File: src/logic/clk_ctrl_pkg.sv
// Purpose: Shared constants of the clock generation controller.
// Assumes: 100 MHz core clock, byte addresses on a 32-bit APB.
// Notes: Oscillator rates are modelled as enable pulses of the core clock.
package clk_ctrl_pkg;
	// ****************************************
	// Register byte addresses
	// ****************************************
	localparam logic [31:0] ADDR_PROT = 32'hfffff800;
	localparam logic [31:0] ADDR_PCC = 32'hfffff828;
	localparam logic [31:0] ADDR_MULT = 32'hfffff82c;
	localparam logic [31:0] ADDR_IOSC = 32'hfffff830;
	localparam logic [31:0] ADDR_CKC = 32'hfffff834;
	localparam logic [31:0] ADDR_OPST = 32'hfffff838;
	localparam logic [31:0] ADDR_OUTCTL = 32'hfffff83c;
	// ****************************************
	// Field positions
	// ****************************************
	localparam int PCC_SUB_FB = 7;
	localparam int PCC_MAIN_STOP = 6;
	localparam int PCC_MAIN_FB = 5;
	localparam int PCC_SRC_STAT = 4;
	localparam int PCC_SUB_SEL = 3;
	localparam int MULT_START = 0;
	localparam int MULT_MODE = 1;
	localparam int IOSC_STOP = 0;
	localparam int CKC_FACTOR = 0;
	localparam int OPST_ON_INT = 0;
	localparam int OUTCTL_EN = 0;
	// ****************************************
	// Reset values
	// ****************************************
	localparam logic [7:0] PCC_RST = 8'h03;
	localparam logic [7:0] MULT_RST = 8'h01;
	localparam logic [7:0] IOSC_RST = 8'h00;
	localparam logic [7:0] CKC_RST = 8'h0a;
	localparam logic [7:0] OUTCTL_RST = 8'h00;
	// ****************************************
	// Rates and times
	// ****************************************
	localparam int CORE_HZ = 100_000_000;
	localparam int MAIN_OSC_HZ = 2_500_000;
	localparam int SUB_HZ = 32_768;
	localparam int WATCH_HZ = 32_768;
	localparam int INT_OSC_HZ = 200_000;
	localparam int LOCK_TIME_US = 100;
	localparam logic [15:0] MAIN_OSC_CYC = 16'(CORE_HZ / MAIN_OSC_HZ);
	localparam logic [15:0] PLL_X4_CYC = 16'(CORE_HZ / (MAIN_OSC_HZ * 4));
	localparam logic [15:0] PLL_X8_CYC = 16'(CORE_HZ / (MAIN_OSC_HZ * 8));
	localparam logic [15:0] SUB_CYC = 16'(CORE_HZ / SUB_HZ);
	localparam logic [15:0] INT_OSC_CYC = 16'(CORE_HZ / INT_OSC_HZ);
	localparam logic [15:0] WATCH_DIV = 16'(MAIN_OSC_HZ / WATCH_HZ);
	localparam int LOCK_CYC = LOCK_TIME_US * (CORE_HZ / 1_000_000);
	localparam logic [2:0] DIV_LAST_CODE = 3'h5;
endpackage

File: src/logic/clk_tick_if.sv
// Purpose: Ticks and selection state passed to the system clock prescaler.
// Assumes: All members are single-cycle enables or levels on core_clk.
// Notes: None.
`timescale 1ns/1ps
interface clk_tick_if;
	logic fxx_tick;
	logic sub_tick;
	logic int_tick;
	logic on_sub;
	logic on_int;
	logic [2:0] div_code;
	logic fclk_tick;
	modport ctrl(output fxx_tick, sub_tick, int_tick, on_sub, on_int, div_code, input fclk_tick);
	modport presc(input fxx_tick, sub_tick, int_tick, on_sub, on_int, div_code, output fclk_tick);
endinterface

File: src/logic/rate_divider.sv
// Purpose: Counts step pulses and emits one tick per period.
// Assumes: period is at least 1.
// Notes: Dropping run clears the count, so a stopped source restarts cleanly.
`timescale 1ns/1ps
module rate_divider #(
	parameter int W = 16
) (
	input wire logic core_clk, // Core clock
	input wire logic srst, // Synchronous reset
	input wire logic run, // Source oscillating
	input wire logic step, // Count enable
	input wire logic [W-1:0] period, // Steps per tick
	output logic tick // One-cycle tick
);
	logic [W-1:0] cnt;
	wire wrap = cnt >= period - W'(1);

	always_ff @(posedge core_clk) begin
		if (srst || !run) begin
			cnt <= '0;
			tick <= 1'b0;
		end else begin
			tick <= step && wrap;
			if (step) begin
				cnt <= wrap ? '0 : cnt + W'(1);
			end
		end
	end
endmodule

File: src/logic/sysclk_prescaler.sv
// Purpose: Divides the main clock by 1 to 32 and selects the system clock.
// Assumes: Codes above the last divider select no clock.
// Notes: The selector follows the switched source status, not the select bit.
`timescale 1ns/1ps
module sysclk_prescaler (
	input wire logic core_clk, // Core clock
	input wire logic srst, // Synchronous reset
	clk_tick_if.presc sel // Ticks in, system tick out
);
	import clk_ctrl_pkg::*;

	logic [4:0] cnt;
	logic [7:0] div_tick;
	wire code_ok = sel.div_code <= DIV_LAST_CODE;
	wire main_pick = code_ok && div_tick[sel.div_code];
	wire pick = sel.on_int ? sel.int_tick : (sel.on_sub ? sel.sub_tick : main_pick);

	assign div_tick[0] = sel.fxx_tick;
	assign div_tick[7:6] = 2'b00;
	for (genvar i = 1; i < 6; i++) begin : g_div
		assign div_tick[i] = sel.fxx_tick && (&cnt[i-1:0]);
	end

	always_ff @(posedge core_clk) begin
		if (srst) begin
			cnt <= '0;
			sel.fclk_tick <= 1'b0;
		end else begin
			if (sel.fxx_tick) begin
				cnt <= cnt + 5'h01;
			end
			sel.fclk_tick <= pick;
		end
	end
endmodule

File: src/logic/clock_gen_ctrl.sv
// Purpose: Clock generation control with APB register access.
// Assumes: Oscillators run as enable pulses; stop_mode and wdt_stab_overflow are on core_clk.
// Notes: Registers answer with no wait state, pready high in the first access-phase cycle.
//
// The APB register port is this design's own decision.
`timescale 1ns/1ps
module clock_gen_ctrl #(
	parameter int LOCK_CYCLES = clk_ctrl_pkg::LOCK_CYC
) (
	input wire logic core_clk, // 100 MHz clock
	input wire logic srst, // Synchronous reset
	input wire logic [31:0] paddr, // APB address
	input wire logic psel, // APB select
	input wire logic penable, // APB enable
	input wire logic pwrite, // APB direction
	input wire logic [31:0] pwdata, // APB write data
	input wire logic [3:0] pstrb, // APB byte strobes
	output logic [31:0] prdata, // APB read data
	output logic pready, // APB ready
	output logic pslverr, // APB error
	input wire logic stop_mode, // Device in stop mode
	input wire logic wdt_stab_overflow, // Watchdog overflow in stabilisation
	output logic fxx_clk_en, // Main clock tick
	output logic sys_clk_en, // System clock tick
	output logic cpu_clk_en, // CPU clock tick
	output logic watch_clk_en, // 32.768 kHz watch tick
	output logic sub_clk_en, // Subclock tick
	output logic sub_feedback_resistor_off, // Sub resistor off
	output logic main_feedback_resistor_off, // Main resistor off
	output logic main_osc_enable, // Main oscillator runs
	output logic internal_osc_enable, // Internal oscillator runs
	output logic multiplier_locked, // Multiplier lock reached
	output logic clock_output_pin, // System clock out
	output logic clock_output_pin_oe_n // Pin drive enable, low drives
);
	import clk_ctrl_pkg::*;

	// ****************************************
	// Registers and state
	// ****************************************
	logic [7:0] processor_clock_control;
	logic [7:0] multiplier_control;
	logic [7:0] internal_osc_mode;
	logic [7:0] clock_divider_control;
	logic [7:0] out_ctl;
	logic prot_armed;
	logic running_on_internal_osc;
	logic [31:0] lock_cnt;
	logic fx_tick;
	logic fxx_tick;
	logic sub_tick;
	logic int_tick;
	logic watch_tick;

	clk_tick_if sel_if();

	// ****************************************
	// Bus decode
	// ****************************************
	wire setup = psel && !penable;
	wire acc_done = psel && penable && pready;
	wire wr_done = acc_done && pwrite;
	wire wr_lane = pstrb[0];
	wire hit_prot = paddr == ADDR_PROT;
	wire hit_pcc = paddr == ADDR_PCC;
	wire hit_mult = paddr == ADDR_MULT;
	wire hit_iosc = paddr == ADDR_IOSC;
	wire hit_ckc = paddr == ADDR_CKC;
	wire hit_opst = paddr == ADDR_OPST;
	wire hit_outctl = paddr == ADDR_OUTCTL;
	wire mapped = hit_prot || hit_pcc || hit_mult || hit_iosc || hit_ckc || hit_opst || hit_outctl;
	wire [7:0] wbyte = pwdata[7:0];

	// Protected registers take a write only while armed
	wire wr_pcc = wr_done && wr_lane && hit_pcc && prot_armed;
	wire wr_ckc = wr_done && wr_lane && hit_ckc && prot_armed;
	wire wr_prot = wr_done && wr_lane && hit_prot;
	wire wr_mult = wr_done && wr_lane && hit_mult;
	wire wr_iosc = wr_done && wr_lane && hit_iosc;
	wire wr_outctl = wr_done && wr_lane && hit_outctl;

	// ****************************************
	// Clock status decode
	// ****************************************
	wire on_sub = processor_clock_control[PCC_SRC_STAT];
	wire sub_req = processor_clock_control[PCC_SUB_SEL];
	// Stop request is honoured only once the CPU is off the main clock
	wire main_run = !stop_mode && !(processor_clock_control[PCC_MAIN_STOP] && on_sub);
	wire int_run = !internal_osc_mode[IOSC_STOP] || running_on_internal_osc;
	wire mult_on = multiplier_control[MULT_START] && main_run;
	wire locked = mult_on && (lock_cnt >= 32'(LOCK_CYCLES));
	wire mult_mode = multiplier_control[MULT_MODE];
	wire [15:0] fxx_period = !mult_mode ? MAIN_OSC_CYC
		: (clock_divider_control[CKC_FACTOR] ? PLL_X8_CYC : PLL_X4_CYC);
	wire fxx_run = main_run && (!mult_mode || locked);

	// Source switch lands on a subclock edge, within one subclock period
	wire switch_now = sub_tick && (sub_req != on_sub);
	// Bit 4 of the written byte is dropped; a switch in the same cycle still lands
	wire [7:0] pcc_wr_val = {wbyte[7:5], switch_now ? sub_req : on_sub, wbyte[3:0]};
	// Clearing start pulls the mode bit down; mode rises only when locked
	wire [7:0] mult_wr_val = {6'h00, wbyte[MULT_MODE] && wbyte[MULT_START] && locked, wbyte[MULT_START]};

	wire [7:0] rd_byte = hit_pcc ? processor_clock_control
		: hit_mult ? multiplier_control
		: hit_iosc ? internal_osc_mode
		: hit_ckc ? clock_divider_control
		: hit_opst ? {7'h00, running_on_internal_osc}
		: hit_outctl ? out_ctl
		: 8'h00;

	// ****************************************
	// Oscillator and multiplier dividers
	// ****************************************
	rate_divider #(.W(16)) u_fx (
		.core_clk(core_clk),
		.srst(srst),
		.run(main_run),
		.step(1'b1),
		.period(MAIN_OSC_CYC),
		.tick(fx_tick)
	);

	rate_divider #(.W(16)) u_fxx (
		.core_clk(core_clk),
		.srst(srst),
		.run(fxx_run),
		.step(1'b1),
		.period(fxx_period),
		.tick(fxx_tick)
	);

	rate_divider #(.W(16)) u_sub (
		.core_clk(core_clk),
		.srst(srst),
		.run(1'b1),
		.step(1'b1),
		.period(SUB_CYC),
		.tick(sub_tick)
	);

	rate_divider #(.W(16)) u_int (
		.core_clk(core_clk),
		.srst(srst),
		.run(int_run),
		.step(1'b1),
		.period(INT_OSC_CYC),
		.tick(int_tick)
	);

	// Watch clock counts main oscillator ticks, not the multiplied clock
	rate_divider #(.W(16)) u_watch (
		.core_clk(core_clk),
		.srst(srst),
		.run(main_run),
		.step(fx_tick),
		.period(WATCH_DIV),
		.tick(watch_tick)
	);

	// ****************************************
	// System clock selection
	// ****************************************
	assign sel_if.fxx_tick = fxx_tick;
	assign sel_if.sub_tick = sub_tick;
	assign sel_if.int_tick = int_tick;
	assign sel_if.on_sub = on_sub;
	assign sel_if.on_int = running_on_internal_osc;
	assign sel_if.div_code = processor_clock_control[2:0];

	sysclk_prescaler u_presc (
		.core_clk(core_clk),
		.srst(srst),
		.sel(sel_if.presc)
	);

	// ****************************************
	// APB slave
	// ****************************************
	always_ff @(posedge core_clk) begin
		if (srst) begin
			pready <= 1'b0;
			pslverr <= 1'b0;
			prdata <= 32'h00000000;
		end else begin
			pready <= setup;
			pslverr <= setup && !mapped;
			prdata <= (setup && !pwrite) ? {24'h000000, rd_byte} : 32'h00000000;
		end
	end

	// Any other write consumes the unlock, so it covers one write only
	always_ff @(posedge core_clk) begin
		if (srst) begin
			prot_armed <= 1'b0;
		end else if (wr_done) begin
			prot_armed <= wr_prot;
		end
	end

	// ****************************************
	// Control registers
	// ****************************************
	always_ff @(posedge core_clk) begin
		if (srst) begin
			processor_clock_control <= PCC_RST;
		end else if (wr_pcc) begin
			processor_clock_control <= pcc_wr_val;
		end else if (switch_now) begin
			processor_clock_control[PCC_SRC_STAT] <= sub_req;
		end
	end

	always_ff @(posedge core_clk) begin
		if (srst) begin
			multiplier_control <= MULT_RST;
			clock_divider_control <= CKC_RST;
			internal_osc_mode <= IOSC_RST;
			out_ctl <= OUTCTL_RST;
		end else begin
			if (wr_mult) begin
				multiplier_control <= mult_wr_val;
			end
			if (wr_ckc) begin
				clock_divider_control <= wbyte;
			end
			if (wr_iosc) begin
				internal_osc_mode <= {7'h00, wbyte[IOSC_STOP]};
			end
			if (wr_outctl) begin
				out_ctl <= {7'h00, wbyte[OUTCTL_EN]};
			end
		end
	end

	// Flag only rises; nothing on the bus clears it
	always_ff @(posedge core_clk) begin
		if (srst) begin
			running_on_internal_osc <= 1'b0;
		end else if (wdt_stab_overflow) begin
			running_on_internal_osc <= 1'b1;
		end
	end

	// Lock time restarts whenever the multiplier stops or loses its source
	always_ff @(posedge core_clk) begin
		if (srst || !mult_on) begin
			lock_cnt <= 32'h00000000;
		end else if (!locked) begin
			lock_cnt <= lock_cnt + 32'h00000001;
		end
	end

	// ****************************************
	// Clock outputs
	// ****************************************
	always_ff @(posedge core_clk) begin
		if (srst) begin
			fxx_clk_en <= 1'b0;
			sys_clk_en <= 1'b0;
			cpu_clk_en <= 1'b0;
			watch_clk_en <= 1'b0;
			sub_clk_en <= 1'b0;
			main_osc_enable <= 1'b0;
			internal_osc_enable <= 1'b0;
			multiplier_locked <= 1'b0;
		end else begin
			fxx_clk_en <= fxx_tick;
			sys_clk_en <= sel_if.fclk_tick && !stop_mode;
			cpu_clk_en <= sel_if.fclk_tick && !stop_mode;
			watch_clk_en <= watch_tick;
			sub_clk_en <= sub_tick;
			main_osc_enable <= main_run;
			internal_osc_enable <= int_run;
			multiplier_locked <= locked;
		end
	end

	// Feedback resistor controls mirror the register bits
	assign sub_feedback_resistor_off = processor_clock_control[PCC_SUB_FB];
	assign main_feedback_resistor_off = processor_clock_control[PCC_MAIN_FB];

	// Pin toggles once per system tick; it sits low when disabled or in stop mode
	always_ff @(posedge core_clk) begin
		if (srst) begin
			clock_output_pin <= 1'b0;
			clock_output_pin_oe_n <= 1'b1;
		end else begin
			clock_output_pin_oe_n <= !out_ctl[OUTCTL_EN];
			if (!out_ctl[OUTCTL_EN] || stop_mode) begin
				clock_output_pin <= 1'b0;
			end else if (sel_if.fclk_tick) begin
				clock_output_pin <= !clock_output_pin;
			end
		end
	end
endmodule

File: config.mk
export PLATFORM = sky130hd
export DESIGN_NAME = clock_gen_ctrl
export DESIGN_NICKNAME = d
export VERILOG_FILES = /design/src/logic/clk_ctrl_pkg.sv /design/src/logic/clk_tick_if.sv /design/src/logic/rate_divider.sv /design/src/logic/sysclk_prescaler.sv /design/src/logic/clock_gen_ctrl.sv
export SDC_FILE = /design/constraint.sdc
export NUM_CORES = 1
export LEC_CHECK = 0
export BUFFER_PORTS_ARGS = -buffer_cell sky130_fd_sc_hd__buf_2
export CAP_MARGIN = 10
export CELL_PAD_IN_SITES_DETAIL_PLACEMENT = 1
export CELL_PAD_IN_SITES_GLOBAL_PLACEMENT = 2
export CORE_MARGIN = 3
export CORE_UTILIZATION = 34
export CTS_CLUSTER_DIAMETER = 120
export DETAILED_ROUTE_END_ITERATION = 8
export PLACE_DENSITY = 0.78
export SYNTH_ARGS = -nofsm -noshare
export SYNTH_HDL_FRONTEND = slang
export SYNTH_SLANG_ARGS = --single-unit
File: constraint.sdc
create_clock -name core_clk -period 2.52 [get_ports core_clk]
set_input_delay 0.126 -clock core_clk [delete_from_list [all_inputs] [get_ports core_clk]]
set_output_delay 0.126 -clock core_clk [all_outputs]
set_load 0.01 [all_outputs]
# [Word-level counts from Yosys, hierarchy flattened]
# Cells that the tools add are included.
[word_totals] regBits=188 inputBits=75 elab_cells=139
[op_classes] addsub=8 magnitude_cmp=8 n_eq_ne=8 mux=13 bitwise=1 n_reduce_logical=67
[op_table] cell="$eq A32 B32 Y1 const B" count=7
[op_table] cell="$add A16 B1 Y16 const B" count=5
[op_table] cell="$add A32 B1 Y32 const B" count=1
[op_table] cell="$ge A32 B14 Y1 const B" count=1
[op_table] cell="$mux W8" count=4
[op_table] cell="$logic_and A1 B1 Y1" count=31
[op_table] cell="$ge A16 B12 Y1 const B" count=1
[op_table] cell="$ge A16 B16 Y1" count=1
[op_table] cell="$ge A16 B6 Y1 const B" count=1
[op_table] cell="$ge A16 B7 Y1 const B" count=1
[op_table] cell="$ge A16 B9 Y1 const B" count=1
[op_table] cell="$mux W16" count=1
[op_table] cell="$logic_not A1 Y1" count=13
[op_table] cell="$logic_or A1 B1 Y1" count=13
[op_table] cell="$reduce_or A2 Y1" count=6
[op_table] cell="$sub A6 B1 Y7 const B" count=1
[op_table] cell="$mux W6" count=1
[op_table] cell="$add A5 B1 Y5 const B" count=1
[op_table] cell="$mux W1" count=5
[op_table] cell="$reduce_and A5 Y1" count=1
[op_table] cell="$lt A3 B4 Y1 const B" count=1
[op_table] cell="$mux W4" count=1
[op_table] cell="$reduce_and A4 Y1" count=1
[op_table] cell="$bmux W1 S3" count=1
[op_table] cell="other kinds (5)" count=5

# [Logic depth before layout (Yosys ltp)]
[logic_depth] ltp_word=10 depth_mapped=12 ltp_nobuf=10

# [Hierarchy]
# Synthesis repeated with hierarchy kept, for this count alone.
[hier_totals] cells_unflattened=1210 hier_area_um2=10745.3
[by_module_without_submodules] mod="rate_divider at u_fx ..." instances=3 cells_each=165 area_each_um2=1470.2 seq_area_each_um2=340.3
[by_module_without_submodules] mod="clock_gen_ctrl" instances=1 cells_each=357 area_each_um2=3278.1 seq_area_each_um2=1461.4
[by_module_without_submodules] mod="rate_divider at u_int" instances=1 cells_each=161 area_each_um2=1360.1 seq_area_each_um2=340.3
[by_module_without_submodules] mod="rate_divider at u_fxx" instances=1 cells_each=161 area_each_um2=1358.8 seq_area_each_um2=340.3
[by_module_without_submodules] mod="sysclk_prescaler" instances=1 cells_each=36 area_each_um2=337.8 seq_area_each_um2=120.1

# [Worst setup path after synthesis]
# OpenSTA, ideal clock, no wires.
[synth_timing] path_kind="register to register" start="register multiplier_control[1]" end="register u_fxx.cnt[10]" setup_time_ns=0.064 arrival_time_ns=2.119 path_slack_ns=0.337 stages_incl_launch_ff=13 path_buffers=2 synth_period_minus_slack_ns=2.183 path_cell_list="dfxtp_1 > inv_1 > nor2_1 > inv_1 > ha_1 > a21oi_1 > o221a_2 > o31ai_1 > a21oi_1 > or4b_1 > clkbuf_1 > buf_2 > nor2_1"
[synth_between] elab_chain_cells=6 elab_cells_between_ends=9 classes_between="add/sub (1); order compare (1); mux (1); reduce/logical (6)"
[synth_lines] item="start: declaration" line_no="clock_gen_ctrl.sv:42" rtl="logic [7:0] multiplier_control;"
[synth_lines] item="start signal: assignment" line_no="clock_gen_ctrl.sv:222" rtl="multiplier_control <= mult_wr_val;"
[synth_lines] item="parallel branches: the longest is 5 deep, another holds $ge A16 B16 Y1"
[synth_lines] item="$reduce_or A2 Y1 (no source line) (*)"
[synth_lines] item="end signal: assignment" line_no="rate_divider.sv:25" rtl="cnt <= wrap ? '0 : cnt + W'(1);"
[synth_lines] item="end: declaration" line_no="rate_divider.sv:15" rtl="logic [W-1:0] cnt;"
# Mark *: on every way between the ends.
# A chain may end at the register's enable or synchronous reset.

# [Worst setup path after layout]
[layout_timing] start="register multiplier_control[1]" end="register u_fxx.cnt[6]"
# The elaborated chain is that of the path after synthesis.

==> results.yml <==
sta:
  final_hold_viol_count: 0
  final_period_minus_worst_setup_slack_ns: 2.33
  setup_viol_count_final: 0
  timing.max_slew.rel_slack_pct: 60.0
  totalNegativeSetupSlack_ns: 0
  drv_slew: 0
  rsz0062_at_grt: "false"
  maxClockFrequency_mhz: 430
  timing.final.ws_setup_ns: 0.192
  max_slew.worst_pin.slew_ns: 0.585
  finalClockSkew_ns: 0.0135
  fin_hold_ws_ns: 0.0293
  period_share_pct: 92.4
routing:
  detail_route.drc_violations: 0
  detailedRoute.firstPassIterationCount: 4
  wire_length_per_cell_um: 13.6
  first_iter_violations: 234
  number_of_vias_after_detailed_routing: 5220
  viasPerCell: 4.72
  detail-route-antenna-nets: 0
  postRouteWirelength_um: 15100
global_route:
  antenna_found_initial: 0
  grt_start_max_net_pins: 36
  globalRoute.totalOverflow: 0
  track_usage_pct: 14.9
  first_global_vias: 5507
  grt_pass1_wl_um: 26300
min_path:
  hold_path_startpoint: "pwdata[0]"
  hold_class: "in -> reg"
finish:
  final_design_area_no_fill_um2: 8060
  regArea_um2: 3290
  multi_input_comb_area_um2: 3230
  layout.cells.most_common_list: "sky130_fd_sc_hd__dfxtp_1, sky130_fd_sc_hd__nor2_1, sky130_fd_sc_hd__buf_2"
  nFillCells: 2223
  layout-area-overhead-vs-synth_pct: 20.9
  post_route_cells_drive_above_1_share_pct: 14.9
  layout.cells.most_common: "sky130_fd_sc_hd__dfxtp_1"
  antenna_cells_inserted: 0
  finish.net_count: 935
die:
  fp.dieW_um: 146
  dieArea_um2: 21300
  die_h_um: 146
  start_util_pct: 35.2
  placementRows: 50
  design.portCount: 121
  core_um2: 19000
synth:
  yosys_register_bits: 164
  yosysUniqueCellTypes: 51
  netlist_top_cells_area: "sky130_fd_sc_hd__dfxtp_1, sky130_fd_sc_hd__nor2_1, sky130_fd_sc_hd__ha_1"
  number_of_enable_type_register_cells_in_the_synthesized_netlist: 0
  yosysSeqAreaShare_pct: 49.3
  syn-instance-count: 716
  synth_top_area_share_pct: 49.3
  post-synth-top-area-cell: "sky130_fd_sc_hd__dfxtp_1"
  yosys_warnings: 0
  synth_area_per_cell_um2: 9.31
  dominantRegCellSynth: "sky130_fd_sc_hd__dfxtp_1"
  async_reset_ff_share_pct: 0
  syn_std_cell_area_um2: 6660
clock_tree:
  clock_insertion_delay_worst_skew_ns: 0.43
  clock_sink_count: 164
  cts_tree: "built"
  htree_levels: 4
  clkTransAtPathRegs_ns: 0.06
  cts_made_buffers: 17
  cts_root_buf: "sky130_fd_sc_hd__clkbuf_16"
  cts_buffer_depth: 2
place:
  dp_worst_setup_slack_ns: 0.123
  hpwlAfterDp_um: 10900
  place.port_buffers: 69
  gp_congestion: 0.769
  dpl-instance-area_um2: 7370
worst_setup_path:
  regToRegStartpoint: "multiplier_control[1]"
  crit_startpoint: "multiplier_control[1]"
  worst-endpoint-arrival_ns: 2.69
  worst_setup_path_start_kind: "flop"
  worstSetupEndpointType: "flop"
  critPathMaxFanout: 11
  timing_worst_setup_path_type: "reg -> reg"
  worst_endpoint_required_time_ns: 2.88
power:
  p_per_area_nw_per_um2: 666
  peakVddDrop_uv: 436
  cellLeakagePower_nw: 3.28
  totalPowerFinal_mw: 5.37
run_status:
  outcome: "completed"
flow_run:
  cap_viol_max_count: 0
==> path summary, 6_finish.rpt <==
kind | to | slack [ns] | depth (start not counted)
hold reg to reg | watch_clk_en | 0.45 | 1
hold / removal | processor_clock_control[0] | 0.03 | 2
setup reg to reg | u_fxx.cnt[6] | 0.19 | 11
setup / recovery | u_fxx.cnt[6] | 0.19 | 11
==> synth_stat cells, types with 2 or more instances <==
cell and count:
sky130_fd_sc_hd__buf_2 5, sky130_fd_sc_hd__nand4b_1 3, sky130_fd_sc_hd__conb_1 2, sky130_fd_sc_hd__buf_4 25
sky130_fd_sc_hd__nand3_1 28, sky130_fd_sc_hd__nand2b_1 5, sky130_fd_sc_hd__xor2_1 26, sky130_fd_sc_hd__ha_1 27
sky130_fd_sc_hd__mux2i_1 17, sky130_fd_sc_hd__o21ai_0 9, sky130_fd_sc_hd__clkbuf_1 16, sky130_fd_sc_hd__or3_1 5
sky130_fd_sc_hd__xnor2_1 27, sky130_fd_sc_hd__nor3b_1 2, sky130_fd_sc_hd__a211o_1 5, sky130_fd_sc_hd__o211ai_1 2
sky130_fd_sc_hd__nor2b_1 10, sky130_fd_sc_hd__dfxtp_1 164, sky130_fd_sc_hd__nor4_1 14, sky130_fd_sc_hd__and4_1 2
sky130_fd_sc_hd__nor3_1 17, sky130_fd_sc_hd__o31ai_1 2, sky130_fd_sc_hd__nand2_1 32, sky130_fd_sc_hd__a211oi_1 2
sky130_fd_sc_hd__or4_1 3, sky130_fd_sc_hd__and2_1 8, sky130_fd_sc_hd__nand4_1 18, sky130_fd_sc_hd__nor2_1 116
sky130_fd_sc_hd__a22oi_1 7, sky130_fd_sc_hd__and3_1 36, sky130_fd_sc_hd__or4b_1 2, sky130_fd_sc_hd__a21oi_1 29
sky130_fd_sc_hd__inv_1 28, sky130_fd_sc_hd__a31oi_1 5
==> critical path: stages, from the launching register on <==
cell and delay [ns]:
sky130_fd_sc_hd__dfxtp_2 0.37, sky130_fd_sc_hd__inv_1 0.10, sky130_fd_sc_hd__nor2_2 0.13, sky130_fd_sc_hd__inv_1 0.06, sky130_fd_sc_hd__ha_1 0.18, sky130_fd_sc_hd__a21oi_1 0.14, sky130_fd_sc_hd__o221a_2 0.21, sky130_fd_sc_hd__o31ai_1 0.10
sky130_fd_sc_hd__a21oi_1 0.18, sky130_fd_sc_hd__or4b_4 0.48, sky130_fd_sc_hd__buf_4 0.19, sky130_fd_sc_hd__nor2_1 0.11
==> what timing repair did <==
| action | in CTS | in global routing |
|---|---|---|
| buffers inserted | 0 | 0 |
| setup endpoints to repair | 0 | 16 |
| gates resized for setup | 0 | 4 |
| endpoints found under the hold margin | 16 | 0 |
| hold buffers | 10 | 0 |
==> through the flow <==
stage / util [%] / std cells
6_report: 42.5 / 1106
3_3_place_gp: 38.9 / 1064
3_5_place_dp: 38.9 / 1064
5_1_grt: 42.5 / 1106
4_1_cts: 42.5 / 1106
2_1_floorplan: - / 770
==> sequential cells by signal (all words and copies together) (netlist names), 2 cells and up <==
register,cells
u_presc.cnt,5
u_watch.cnt,16
prdata,8
lock_cnt,32
processor_clock_control,8
clock_divider_control,8
multiplier_control,2
u_int.cnt,16
u_sub.cnt,16
u_fx.cnt,16
u_fxx.cnt,16
==> cell families (layout without fill, tap and decap cells) <==
kind of cell | count (synthesis) | count (layout) | synth area share (%)
xor gates and xnor gates | 53 | 53 | 6.97
DFF | 164 | 164 | 49.3
muxes | 18 | 18 | 2.89
adders and majority gates | 27 | 27 | 5.07
other | 2 | 56 | 0.113
AOI/OAI and AO/OA | 70 | 70 | 6.91
and+or+nand+nor | 307 | 307 | 23.1
buffers and inverters | 75 | 151 | 5.73
==> metal layers <==
layer,up-vias,routed length (µm),part of all wire [%],GRT usage [%]
met3,20,709,4.7,3.89
met1,2482,6980,46,18.1
met5,-,0,0,0
li1,2614,-,-,-
met4,0,264,1.8,6.02
met2,104,7120,47,25.1
==> power breakdown <==
group	internal (mW)	leakage, nW	total (mW)	switching, mW
sequential	2.62	1.33	2.64	0.0145
combinational	0.0714	1.66	0.180	0.109
clock	1.42	0.279	2.55	1.13
==> cell type report <==
type                       count  share of cell area, %
clock buffer                  19                   5.50
tap                          260                   4.04
timing repair buffer          91                   6.64
sequential                   164                   40.8
inverter                      28                   1.30
clock inverter                13                   1.71
multi-input combinational    531                   40.0
Power figures use the tool's default switching activity.
